### src/inc/csr_pkg.sv
// Operation
// Safeguard filters spikes, caps internal clock
// Too-fast input edges dropped as spikes
// Safeguard enable is a static option
// Aux oscillator starts after first missing edge
// Divider bits: 00=1, 01=2, 1x=4
// Bit3 cleared at reset; bit2 low; 7:4 unused
// Software keeps RAM image for ISR writes
// Four reset causes accepted
// Active-low pin, delayed internal reset
// Pin reset in run/wait: halt, pullups, restart
// Pin reset in stop: start oscillator, pullups
// Power-on holds reset, then stabilisation delay
// Watchdog end of count resets, reinitialises watchdog
// Watchdog reset restarts like pin reset
// Low voltage holds static reset
// Internal reset sources drive pin low
// Avoid safeguard with serial or precise timing
// Oscillator-off bit stops main, aux takes over
// Aux oscillator stops when main runs
// Leave reset at vector, non-maskable mode
// Delay counter restarted by every reset source
package csr_pkg;
  // ==========================================================
  // Register map
  localparam logic [11:0] CSR_DIV_CTRL_ADDR = 12'h0dc;
  localparam logic [11:0] CSR_OSC_CTRL_ADDR = 12'h0d0;
  localparam logic [11:0] CSR_STATUS_ADDR   = 12'h0d4;
  localparam logic [7:0]  CSR_DIV_RESET     = 8'h00;
  localparam int          CSR_DIV_SEL_LSB   = 0;
  localparam int          CSR_OSC_OFF_BIT   = 2;
  localparam logic [11:0] CSR_RESET_VECTOR  = 12'hffe;
  // ==========================================================
  // Timing
  localparam int CSR_CLK_MHZ          = 20;
  localparam int CSR_MIN_PERIOD_NS    = 100;
  localparam int CSR_MIN_PERIOD_CYC   = (CSR_MIN_PERIOD_NS * CSR_CLK_MHZ + 999) / 1000;
  localparam int CSR_MISS_NS          = 400;
  localparam int CSR_MISS_CYC         = (CSR_MISS_NS * CSR_CLK_MHZ) / 1000;
  localparam int CSR_STAB_CYC         = 4096;
  typedef enum logic [1:0] {CSR_DIV1, CSR_DIV2, CSR_DIV4} csr_div_t;
endpackage : csr_pkg

### src/inc/csr_clk_if.sv
`timescale 1ns/1ps
interface csr_clk_if;
  logic       osc_tick;
  logic       safeguard_en;
  logic       main_osc_off;
  logic       clk_tick;
  logic       aux_active;
  modport filt (input osc_tick, input safeguard_en, input main_osc_off,
                output clk_tick, output aux_active);
  modport ctrl (output osc_tick, output safeguard_en, output main_osc_off,
                input clk_tick, input aux_active);
endinterface : csr_clk_if

### src/csr_clock_reset.sv
`timescale 1ns/1ps
module csr_clock_reset #(
  parameter int STAB_CYC = csr_pkg::CSR_STAB_CYC
) (
  input  wire logic        pclk,
  input  wire logic        presetn,
  input  wire logic        psel,
  input  wire logic        penable,
  input  wire logic        pwrite,
  input  wire logic [11:0] paddr,
  input  wire logic [31:0] pwdata,
  output logic             pready,
  output logic [31:0]      prdata,
  output logic             pslverr,
  input  wire logic        osc_in_tick,
  input  wire logic        safeguard_option,
  input  wire logic        reset_pin_in,
  output logic             reset_pin_out,
  output logic             reset_pin_oe,
  input  wire logic        power_on_det,
  input  wire logic        watchdog_timeout,
  input  wire logic        low_voltage_det,
  input  wire logic        stop_mode,
  output logic             int_clk_tick,
  output logic             aux_osc_active,
  output logic             core_reset,
  output logic             io_pullup_inputs,
  output logic             watchdog_reinit,
  output logic             main_osc_run,
  output logic             init_start,
  output logic [11:0]      init_pc,
  output logic             init_nmi_mode
);
  // ==========================================================
  // State
  typedef struct packed {
    logic [1:0]  div_sel;
    logic        bit3;
    logic        osc_off;
    logic [1:0]  div_cnt;
    logic        tick;
    logic [15:0] stab;
    logic        in_rst;
    logic        pin_drive;
    logic        wd_reinit;
    logic        init;
    logic        ready;
    logic [31:0] rdata;
    logic        err;
  } csr_top_state_t;
  csr_top_state_t st_ff, nxt_st;

  csr_clk_if cif ();
  assign cif.osc_tick     = osc_in_tick;
  assign cif.safeguard_en = safeguard_option;
  assign cif.main_osc_off = st_ff.osc_off;

  csr_safeguard u_sg (
    .pclk    (pclk),
    .presetn (presetn),
    .cif     (cif)
  );

  function automatic logic [1:0] div_mask(input logic [1:0] sel);
    case (sel)
      2'b00:   div_mask = 2'b00;
      2'b01:   div_mask = 2'b01;
      default: div_mask = 2'b11;
    endcase
  endfunction : div_mask

  logic int_src;
  logic any_src;
  logic acc;
  assign int_src = power_on_det || watchdog_timeout || low_voltage_det;
  assign any_src = int_src || !reset_pin_in;
  assign acc     = psel && penable && !st_ff.ready;

  // ==========================================================
  // Next state
  always_comb begin
    nxt_st           = st_ff;
    nxt_st.tick      = 1'b0;
    nxt_st.init      = 1'b0;
    nxt_st.ready     = acc;
    nxt_st.err       = 1'b0;
    nxt_st.wd_reinit = watchdog_timeout;
    nxt_st.pin_drive = int_src;
    if (cif.clk_tick) begin
      nxt_st.div_cnt = st_ff.div_cnt + 2'b01;
      if ((st_ff.div_cnt & div_mask(st_ff.div_sel)) == div_mask(st_ff.div_sel)) begin
        nxt_st.tick    = 1'b1;
        nxt_st.div_cnt = 2'b00;
      end
    end
    if (any_src) begin
      nxt_st.in_rst  = 1'b1;
      nxt_st.stab    = 16'h0000;
      nxt_st.osc_off = 1'b0;
      nxt_st.div_sel = 2'b00;
      nxt_st.bit3    = 1'b0;
    end else if (st_ff.in_rst && cif.clk_tick) begin
      // Delay counts safeguard clock ticks, main or aux, so a stopped clock holds reset only with the safeguard off
      if (st_ff.stab == 16'(STAB_CYC - 1)) begin
        nxt_st.in_rst = 1'b0;
        nxt_st.init   = 1'b1;
      end else begin
        nxt_st.stab = st_ff.stab + 16'h0001;
      end
    end
    if (acc) begin
      // Reset sources win over a write landing in the same cycle
      if (paddr == csr_pkg::CSR_DIV_CTRL_ADDR) begin
        if (pwrite && !any_src) begin
          nxt_st.div_sel = pwdata[csr_pkg::CSR_DIV_SEL_LSB +: 2];
          nxt_st.bit3    = pwdata[3];
        end else begin
          nxt_st.rdata = 32'h0000_0000; // Write-only: reads zero
        end
      end else if (paddr == csr_pkg::CSR_OSC_CTRL_ADDR) begin
        if (pwrite && !any_src) begin
          nxt_st.osc_off = pwdata[csr_pkg::CSR_OSC_OFF_BIT] && safeguard_option;
        end else begin
          nxt_st.rdata = {29'h0, st_ff.osc_off, 2'b00};
        end
      end else if (paddr == csr_pkg::CSR_STATUS_ADDR && !pwrite) begin
        nxt_st.rdata = {28'h0, st_ff.in_rst, cif.aux_active, st_ff.div_sel};
      end else begin
        nxt_st.err   = 1'b1;
        nxt_st.rdata = 32'h0000_0000;
      end
    end
  end

  always_ff @(posedge pclk or negedge presetn) begin
    if (!presetn) begin
      st_ff        <= '0;
      st_ff.in_rst <= 1'b1;
    end else begin
      st_ff <= nxt_st;
    end
  end

  // ==========================================================
  // Outputs
  logic aux_ff;
  always_ff @(posedge pclk or negedge presetn) begin
    if (!presetn) begin
      aux_ff <= 1'b0;
    end else begin
      aux_ff <= cif.aux_active;
    end
  end

  assign pready           = st_ff.ready;
  assign prdata           = st_ff.rdata;
  assign pslverr          = st_ff.err;
  assign reset_pin_out    = 1'b0;
  assign reset_pin_oe     = st_ff.pin_drive;
  assign int_clk_tick     = st_ff.tick;
  assign aux_osc_active   = aux_ff;
  assign core_reset       = st_ff.in_rst;
  assign io_pullup_inputs = st_ff.in_rst;
  assign watchdog_reinit  = st_ff.wd_reinit;
  assign main_osc_run     = !st_ff.osc_off;
  assign init_start       = st_ff.init;
  assign init_pc          = csr_pkg::CSR_RESET_VECTOR;
  assign init_nmi_mode    = st_ff.in_rst || st_ff.init;

  // ==========================================================
  // Checks
  a_src_holds_rst: assert property (@(posedge pclk) disable iff (!presetn)
    any_src |=> core_reset && st_ff.stab == 16'h0000)
    else $error("reset source did not restart delay");
  a_pin_drive: assert property (@(posedge pclk) disable iff (!presetn)
    int_src |=> reset_pin_oe)
    else $error("reset pin not driven low");
  a_wd_reinit: assert property (@(posedge pclk) disable iff (!presetn)
    watchdog_timeout |=> watchdog_reinit && core_reset)
    else $error("watchdog reset missing");
  a_init_after: assert property (@(posedge pclk) disable iff (!presetn)
    init_start |-> $past(core_reset) && !core_reset)
    else $error("init without reset release");
  a_lv_static: assert property (@(posedge pclk) disable iff (!presetn)
    low_voltage_det [*2] |-> core_reset)
    else $error("low voltage not holding reset");
  a_div_reset: assert property (@(posedge pclk) disable iff (!presetn)
    any_src |=> st_ff.div_sel == 2'b00 && !st_ff.bit3)
    else $error("divider not cleared");
  a_apb_ready: assert property (@(posedge pclk) disable iff (!presetn)
    (psel && penable && !pready) |=> pready) // APB access answered in the next cycle
    else $error("apb not answered");
  a_div1_rate: assert property (@(posedge pclk) disable iff (!presetn)
    (cif.clk_tick && st_ff.div_sel == 2'b00 && !any_src) |=> int_clk_tick)
    else $error("divide by one lost tick");
  a_osc_restart: assert property (@(posedge pclk) disable iff (!presetn)
    any_src |=> main_osc_run)
    else $error("main oscillator not restarted");
endmodule : csr_clock_reset

### src/csr_safeguard.sv
`timescale 1ns/1ps
module csr_safeguard #(
  parameter int MIN_GAP  = csr_pkg::CSR_MIN_PERIOD_CYC,
  parameter int MISS_GAP = csr_pkg::CSR_MISS_CYC,
  parameter int AUX_DIV  = 16
) (
  input  wire logic pclk,
  input  wire logic presetn,
  csr_clk_if.filt   cif
);
  typedef struct packed {
    logic [7:0] gap;
    logic [7:0] aux_cnt;
    logic       aux;
    logic       tick;
  } csr_sg_state_t;
  csr_sg_state_t st_ff, nxt_st;

  always_comb begin
    nxt_st      = st_ff;
    nxt_st.tick = 1'b0;
    if (st_ff.gap != 8'hff) begin
      nxt_st.gap = st_ff.gap + 8'h01;
    end
    if (!cif.safeguard_en) begin
      nxt_st.aux  = 1'b0;
      nxt_st.tick = cif.osc_tick && !cif.main_osc_off;
    end else if (cif.osc_tick && !cif.main_osc_off) begin
      nxt_st.aux = 1'b0;
      if (st_ff.gap >= 8'(MIN_GAP - 1)) begin
        nxt_st.tick = 1'b1;
        nxt_st.gap  = 8'h00;
      end
    end else if (cif.main_osc_off || st_ff.gap >= 8'(MISS_GAP)) begin
      nxt_st.aux = 1'b1;
    end
    if (st_ff.aux && cif.safeguard_en) begin
      nxt_st.aux_cnt = st_ff.aux_cnt + 8'h01;
      if (st_ff.aux_cnt == 8'(AUX_DIV - 1)) begin
        nxt_st.aux_cnt = 8'h00;
        nxt_st.tick    = 1'b1;
      end
    end else begin
      nxt_st.aux_cnt = 8'h00;
    end
  end

  always_ff @(posedge pclk or negedge presetn) begin
    if (!presetn) begin
      st_ff <= '0;
    end else begin
      st_ff <= nxt_st;
    end
  end

  assign cif.clk_tick   = st_ff.tick;
  assign cif.aux_active = st_ff.aux;

  a_tick_spacing: assert property (@(posedge pclk) disable iff (!presetn)
    (cif.safeguard_en && st_ff.tick && !st_ff.aux) |=> !st_ff.tick)
    else $error("safeguard ticks too close");
  a_aux_start: assert property (@(posedge pclk) disable iff (!presetn)
    (cif.safeguard_en && cif.main_osc_off) |=> st_ff.aux)
    else $error("aux oscillator did not start");
endmodule : csr_safeguard

### config.mk
export PLATFORM = sky130hd
export DESIGN_NAME = csr_clock_reset
export DESIGN_NICKNAME = d
export VERILOG_FILES = /design/src/inc/csr_pkg.sv /design/src/inc/csr_clk_if.sv /design/src/csr_clock_reset.sv /design/src/csr_safeguard.sv
export SDC_FILE = /design/constraint.sdc
export NUM_CORES = 1
export LEC_CHECK = 0
export BUFFER_PORTS_ARGS = -buffer_cell sky130_fd_sc_hd__buf_2
export CAP_MARGIN = 20
export CORE_AREA = 2 2 70 98
export CTS_CLUSTER_DIAMETER = 80
export CTS_CLUSTER_SIZE = 12
export DETAILED_ROUTE_END_ITERATION = 10
export DIE_AREA = 0 0 72 100
export PLACE_DENSITY = 0.86
export SYNTH_ARGS = -nofsm -noshare
export SYNTH_HDL_FRONTEND = slang
export SYNTH_HIERARCHICAL = 1
export SYNTH_SLANG_ARGS = --single-unit
### constraint.sdc
create_clock -name pclk -period 2.52 [get_ports pclk]
set_input_delay 0.504 -clock pclk [delete_from_list [all_inputs] [get_ports pclk]]
set_output_delay 0.504 -clock pclk [all_outputs]
set_load 0.03 [all_outputs]
* After elaboration in Yosys (flattened, before gate mapping)
Index checks and enable logic that the tools add are counted.
** Cells by class
- Eq/ne operators :: 12
- Bitwise operators :: 1
- Muxes and demuxes :: 40
- Reduce and logical (&&, ||, !) cells :: 24
- $add $sub $neg :: 4
- Order comparisons :: 2
** Operators with widths (number)
- $mux 32 :: 4
- $mux 8 :: 6
- $eq 12x8->1 const B :: 3
- $mux 17 :: 2
- $mux 1 :: 18
- $add 16x1->16 const B :: 1
- $add 8x1->8 const B :: 2
- $eq 16x12->1 const B :: 1
- $mux 16 :: 1
- $mux 4 :: 3
- $mux 3 :: 3
- $eq 8x4->1 const B :: 1
- $ge 8x1->1 const B :: 1
- $ge 8x4->1 const B :: 1
- $logic_and 1x1->1 :: 8
- $ne 8x8->1 const B :: 1
- $ne 2x2->1 const B :: 3
- $logic_not 1->1 :: 5
- $logic_or 1x1->1 :: 5
- $mux 2 :: 2
- $pmux 2 s2 :: 1
- $reduce_and 2->1 :: 2
- $reduce_bool 2->1 :: 2
- $ne 3x1->1 const B :: 1
- other kinds (6) :: 6
** Word-level totals
- Output and inout bits :: 56
- Bits of input ports :: 56
- Word-level logic and storage cells :: 101
- Bits in registers :: 80

* Depth between registers and ports, before layout
- Word-level depth :: 9
- Gate-level depth with buffers :: 6
- Depth with buffers taken out :: 5

* By module
The synthesis kept the hierarchy.
** Modules (own cells, without submodules)
- csr_clock_reset :: area an instance 2077.0 sq um, cells an instance 223, times used 1, seq. area each 827.0 sq um
- csr_safeguard :: area an instance 1007.2 sq um, cells an instance 99, times used 1, seq. area each 450.4 sq um

* Worst setup path after synthesis
Ideal clock, no wire load.
- Kind :: in2reg
- Start point :: input paddr[9]
- End point :: register st_ff (netlist bit prdata[0])
- Arrival :: 1.850 ns
- Setup slack :: 0.528 ns
- Stages :: 4
- Setup time :: 0.142 ns
- Data required time :: 2.378 ns
- Path buffers :: 0
- Cell sequence :: or4_1 > nor4_1 > a31oi_1 > mux2i_1
** On the way
- Word-level cells in the longest chain between the ends :: 5
- Elaborated cells between the ends (all ways) :: 10
- Those cells by class :: 5 x eq/ne; 3 x mux; 2 x reduce/logical
** Ends and longest elaborated chain
- start, declared :: RTL line csr_clock_reset.sv:10 : input wire logic [11:0] paddr,
- $eq 12x8->1 :: RTL line csr_clock_reset.sv:126 : end else if (paddr == csr_pkg::CSR_STATUS_ADDR && !pwrite) begin
- $logic_and 1x1->1 :: RTL line csr_clock_reset.sv:126
- $mux 4 :: RTL line csr_clock_reset.sv:126
- $mux 32 :: RTL line csr_clock_reset.sv:120 : end else if (paddr == csr_pkg::CSR_OSC_CTRL_ADDR) begin
- $mux 32 :: RTL line csr_clock_reset.sv:113 : if (paddr == csr_pkg::CSR_DIV_CTRL_ADDR) begin
- end signal, assigned :: RTL line csr_clock_reset.sv:140 : st_ff <= nxt_st;
- end, declared :: RTL line csr_clock_reset.sv:51 : csr_top_state_t st_ff, nxt_st;
Several ways; a longest one is shown, not always the timed one.
A chain may end at the register's enable or synchronous reset.

* Worst setup path in the final report
- Start point :: register st_ff[51] (netlist bit)
- End point :: register st_ff[39] (netlist bit)
** On the way
- Word-level cells in the longest chain between the ends :: 3
** Ends and longest elaborated chain
- $eq 16x12->1 :: RTL line csr_clock_reset.sv:104 : if (st_ff.stab == 16'(STAB_CYC - 1)) begin
- $ne 2x2->1 (no line)
- $reduce_and 2->1 (no line)
No other way between the ends.

==> metrics.log <==
[metrics] NumNets Final: 420
[metrics] final hold violation count: 0
[metrics] number of enable flip-flop cells after synthesis: 0
[metrics] slack of the worst reg-to-reg path: between 0.4 and 0.5 ns
[metrics] clock tree from TritonCTS: built
[metrics] period utilisation layout: around four fifths
[metrics] fraction of final layout cells with drive strength greater than 1: between 20% and 30%
[metrics] arrival time at the worst endpoint: around 2.2 ns
[metrics] vias in the first global route: 2290
[metrics] final setup TNS: 0 ns
[metrics] minimum period implied by the final worst setup slack: ~2 ns
[metrics] number of hold buffers added after cts: 0
[metrics] post-synthesis instance area: approximately 3100 sq um
[metrics] Worst EP required: approximately 2.7 ns
[metrics] first-pass GRT wire length: between 9 and 10 mm
[metrics] distinct cell type count of the synthesized netlist: 57
[metrics] initial antenna violation count: 0
[metrics] maximum clock frequency: 495 MHz
[metrics] Tot GR Track Use: approximately 16%
[metrics] quantity of I/O buffers inserted on ports: 40
[metrics] worst-case clock skew: 0.00830 ns
[metrics] maximum count of clock buffers along a single path: 2
[metrics] half-perimeter wire length after placement: about 4.3 mm
[metrics] Die Wd: 72 microns
[metrics] total of max-cap violations: 0
[metrics] CP startpoint: st_ff[51]
[metrics] Yosys warnings: 6
[metrics] cell type with the highest aggregate area in the netlist: dfrtp_1
[metrics] Die Y: approximately 100 microns
[metrics] kind of start point of the critical path: register
[metrics] Clk Latency, worst-skew pair: between 0.3 and 0.4 ns
[metrics] capturing element of the worst setup path: st_ff[39]
[metrics] capturing element type of the critical path: register
[metrics] P_leak: approximately 1.5 nW
[metrics] CTS resizes: 0
[metrics] total power per unit cell area: 560 nW/um^2
[metrics] ys async rst share: between 90% and 100%
[metrics] Slew Viols, Final: 0
[metrics] Starting Density: roughly 48%
[metrics] Iteration-0 DRC Markers: roughly 130
[metrics] peak fanout along the critical path: 18
[metrics] status: complete, no violations
[metrics] ports placed on the boundary: around 110
[metrics] via density per instance: around 5.5
[metrics] max_slew headroom: a little over 60%
[metrics] peak supply drop: 0.000312 V
[metrics] cells taking the most area after synthesis: dfrtp_1 (41%), buf_4 (11%), a21oi_1 (4.2%)
[metrics] predominant post-synthesis flop cell: dfrtp_1
[metrics] final weighted congestion of routability-driven global placement: a little over 0.8
[metrics] CTS root buffer: clkbuf_8
[metrics] number of levels in the clock H-tree: 2
[metrics] total grt overflow: 0
[metrics] critical register-to-register path startpoint: st_ff[51]
[metrics] synthesized instance count: 322
[metrics] count of TritonRoute iterations in the first routing pass: 4
[metrics] post-route DRC violation count: 0
[metrics] standard-cell row count: 35
[metrics] Detail Route Antenna Nets: 0
[metrics] antenna cell count: 0
[metrics] maximum number of pins on one net before global-route repair: 21
[metrics] buffers inserted during post-CTS setup optimization: 0
[metrics] register area share after synthesis: approximately two fifths
[metrics] fraction of synthesized cell area taken by the top area cell type: between 40% and 50%
[metrics] total via count in the routed design: 2363
[metrics] average instance area after synthesis: around 9.6 sq um
[metrics] Worst Reg-to-Reg Cells: 5
[metrics] transition time of the tightest slew-check pin: slightly below 0.6 ns
[metrics] cts bufs inserted: 5
[metrics] average detailed-routed wire length per instance: about 13 microns
[metrics] number of synthesized register bits: 51
[metrics] critical setup path kind: reg2reg
[metrics] setup-violating endpoint count in the final report: 0
[metrics] power after layout: 1.82 mW
[metrics] relative area change from synthesis to final layout: 5.36%
[metrics] number of clock sinks seen by CTS: slightly above 50
[metrics] post-CTS clock slew at the launch and capture registers of the worst setup and hold paths: roughly 0.09 ns
[metrics] worst min path class: in2async
[metrics] unrepaired setup endpoints after global routing: no
[metrics] area of the die: 7200 sq um
[metrics] wire length after detailed routing: around 5.6 mm
[metrics] capture point of the worst reg-to-reg path: st_ff[39]
[metrics] area of the placeable core: 6440 sq um
## layer usage
layer	up-vias	part of all wire (%)	routed length, microns	track usage (%)
li1	1143	-	-	-
met1	1144	39	2200	16.4
met2	68	55	3110	31.6
met3	8	4.0	227	2.31
met4	0	1.6	90	6.39
met5	-	0	0	0
## report_power, final
group	leakage, nW	internal (mW)	switching (mW)
Sequential	0.690	0.867	0.0841
Clock	0.0412	0.194	0.260
Combinational	0.730	0.146	0.268
Total	1.46	1.21	0.613
## worst min-delay path by stage
stage / start / depth (start not counted) / slack (ns) / end
finish: presetn / 1 / 0.13 / u_sg/st_ff[13]
floorplan: presetn / 0 / 0.21 / aux_osc_active
global route: presetn / 1 / 0.16 / u_sg/cif.aux_active
global placement: u_sg/cif.aux_active / 0 / 0.44 / aux_osc_active
CTS: presetn / 1 / 0.14 / u_sg/st_ff[10]
detailed placement: u_sg/cif.aux_active / 0 / 0.45 / aux_osc_active
## sequential cells by signal (all words and copies together) (netlist names)
| register | cells |
|---|---|
| pslverr | 1 |
| pready | 1 |
| aux_osc_active | 1 |
| core_reset | 1 |
| prdata | 4 |
| int_clk_tick | 1 |
| u_sg/st_ff | 16 |
| st_ff | 20 |
| u_sg/cif.clk_tick | 1 |
| watchdog_reinit | 1 |
| init_start | 1 |
| reset_pin_oe | 1 |
| u_sg/cif.aux_active | 1 |
| cif.main_osc_off | 1 |
## cell type report
class | count | area (sq um)
timing repair buffer | 46 | 245
multi-input combinational | 238 | 1490
clock inverter | 2 | 12.5
tap | 74 | 92.6
fill | 570 | 3190
sequential | 51 | 1280
inverter | 16 | 60.1
clock buffer | 6 | 72.6
## synthesized netlist by cell type (2+ instances only)
cell,number
inv_1,16
a21o_1,2
nor2_1,14
or2_2,4
a21oi_1,26
nor4_2,2
or3_2,5
o21ai_0,16
conb_1,2
a211oi_2,2
xor2_1,4
nand3_1,9
and2_1,2
nand3_2,2
a31oi_1,5
mux2i_1,5
nor4b_1,2
a41o_1,3
clkbuf_1,5
buf_4,47
nand2_1,22
dfrtp_1,50
nand3b_1,2
nor3_1,3
or3_1,6
ha_1,6
nor4_1,6
buf_6,2
or4_1,8
or4_2,3
xnor2_1,2
o31ai_1,6
buf_2,2
nand4_1,8
## per-stage QoR
step                setup WS (ns)  area, sq um  hold slack, ns  utilization, %  std cells
detailed placement          0.266         3160           0.453            49.2        425
global placement            0.338         3160           0.441            49.2        425
finish                      0.499         3250           0.133            50.5        433
CTS                         0.496         3250           0.138            50.5        433
global route                0.400         3250           0.156            50.5        433
floorplan                   0.528         3230           0.208               -        361
## worst max-delay path, stage by stage, from the launching register on
cell and delay (ns):
dfrtp_1 0.43, or4_1 0.69, o41ai_4 0.24, buf_4 0.25, mux2i_1 0.22, nor2_1 0.06
## cells by family after synthesis
| kind of cell | Yosys count | synth area share, % |
|---|---|---|
| other | 2 | 0.243 |
| DFF | 51 | 41.4 |
| xor gates and xnor gates | 6 | 1.70 |
| AOI/OAI and AO/OA | 69 | 14.5 |
| buffers and inverters | 72 | 15.1 |
| adders and majority gates | 6 | 2.43 |
| muxes | 5 | 1.62 |
| and+or+nand+nor | 111 | 23.0 |
## cells in the final DEF (no fill, tap or decap), drive strengths merged, types with 2 or more instances in the layout
master / count
nand3: 11
or4b: 2
or2: 4
or3: 11
and2: 2
conb: 41
nand3b: 2
or4: 11
buf: 46
o21ai: 17
inv: 16
nor4: 8
a21o: 2
xor2: 4
a31oi: 5
dfrtp: 50
ha: 6
clkbuf: 6
xnor2: 2
nand2: 22
nor4b: 3
nor2: 14
o41ai: 2
a21oi: 27
mux2i: 5
nor3: 4
a211oi: 2
nand4: 10
o31ai: 6
a41o: 3
Power figures use the tool's default switching activity.
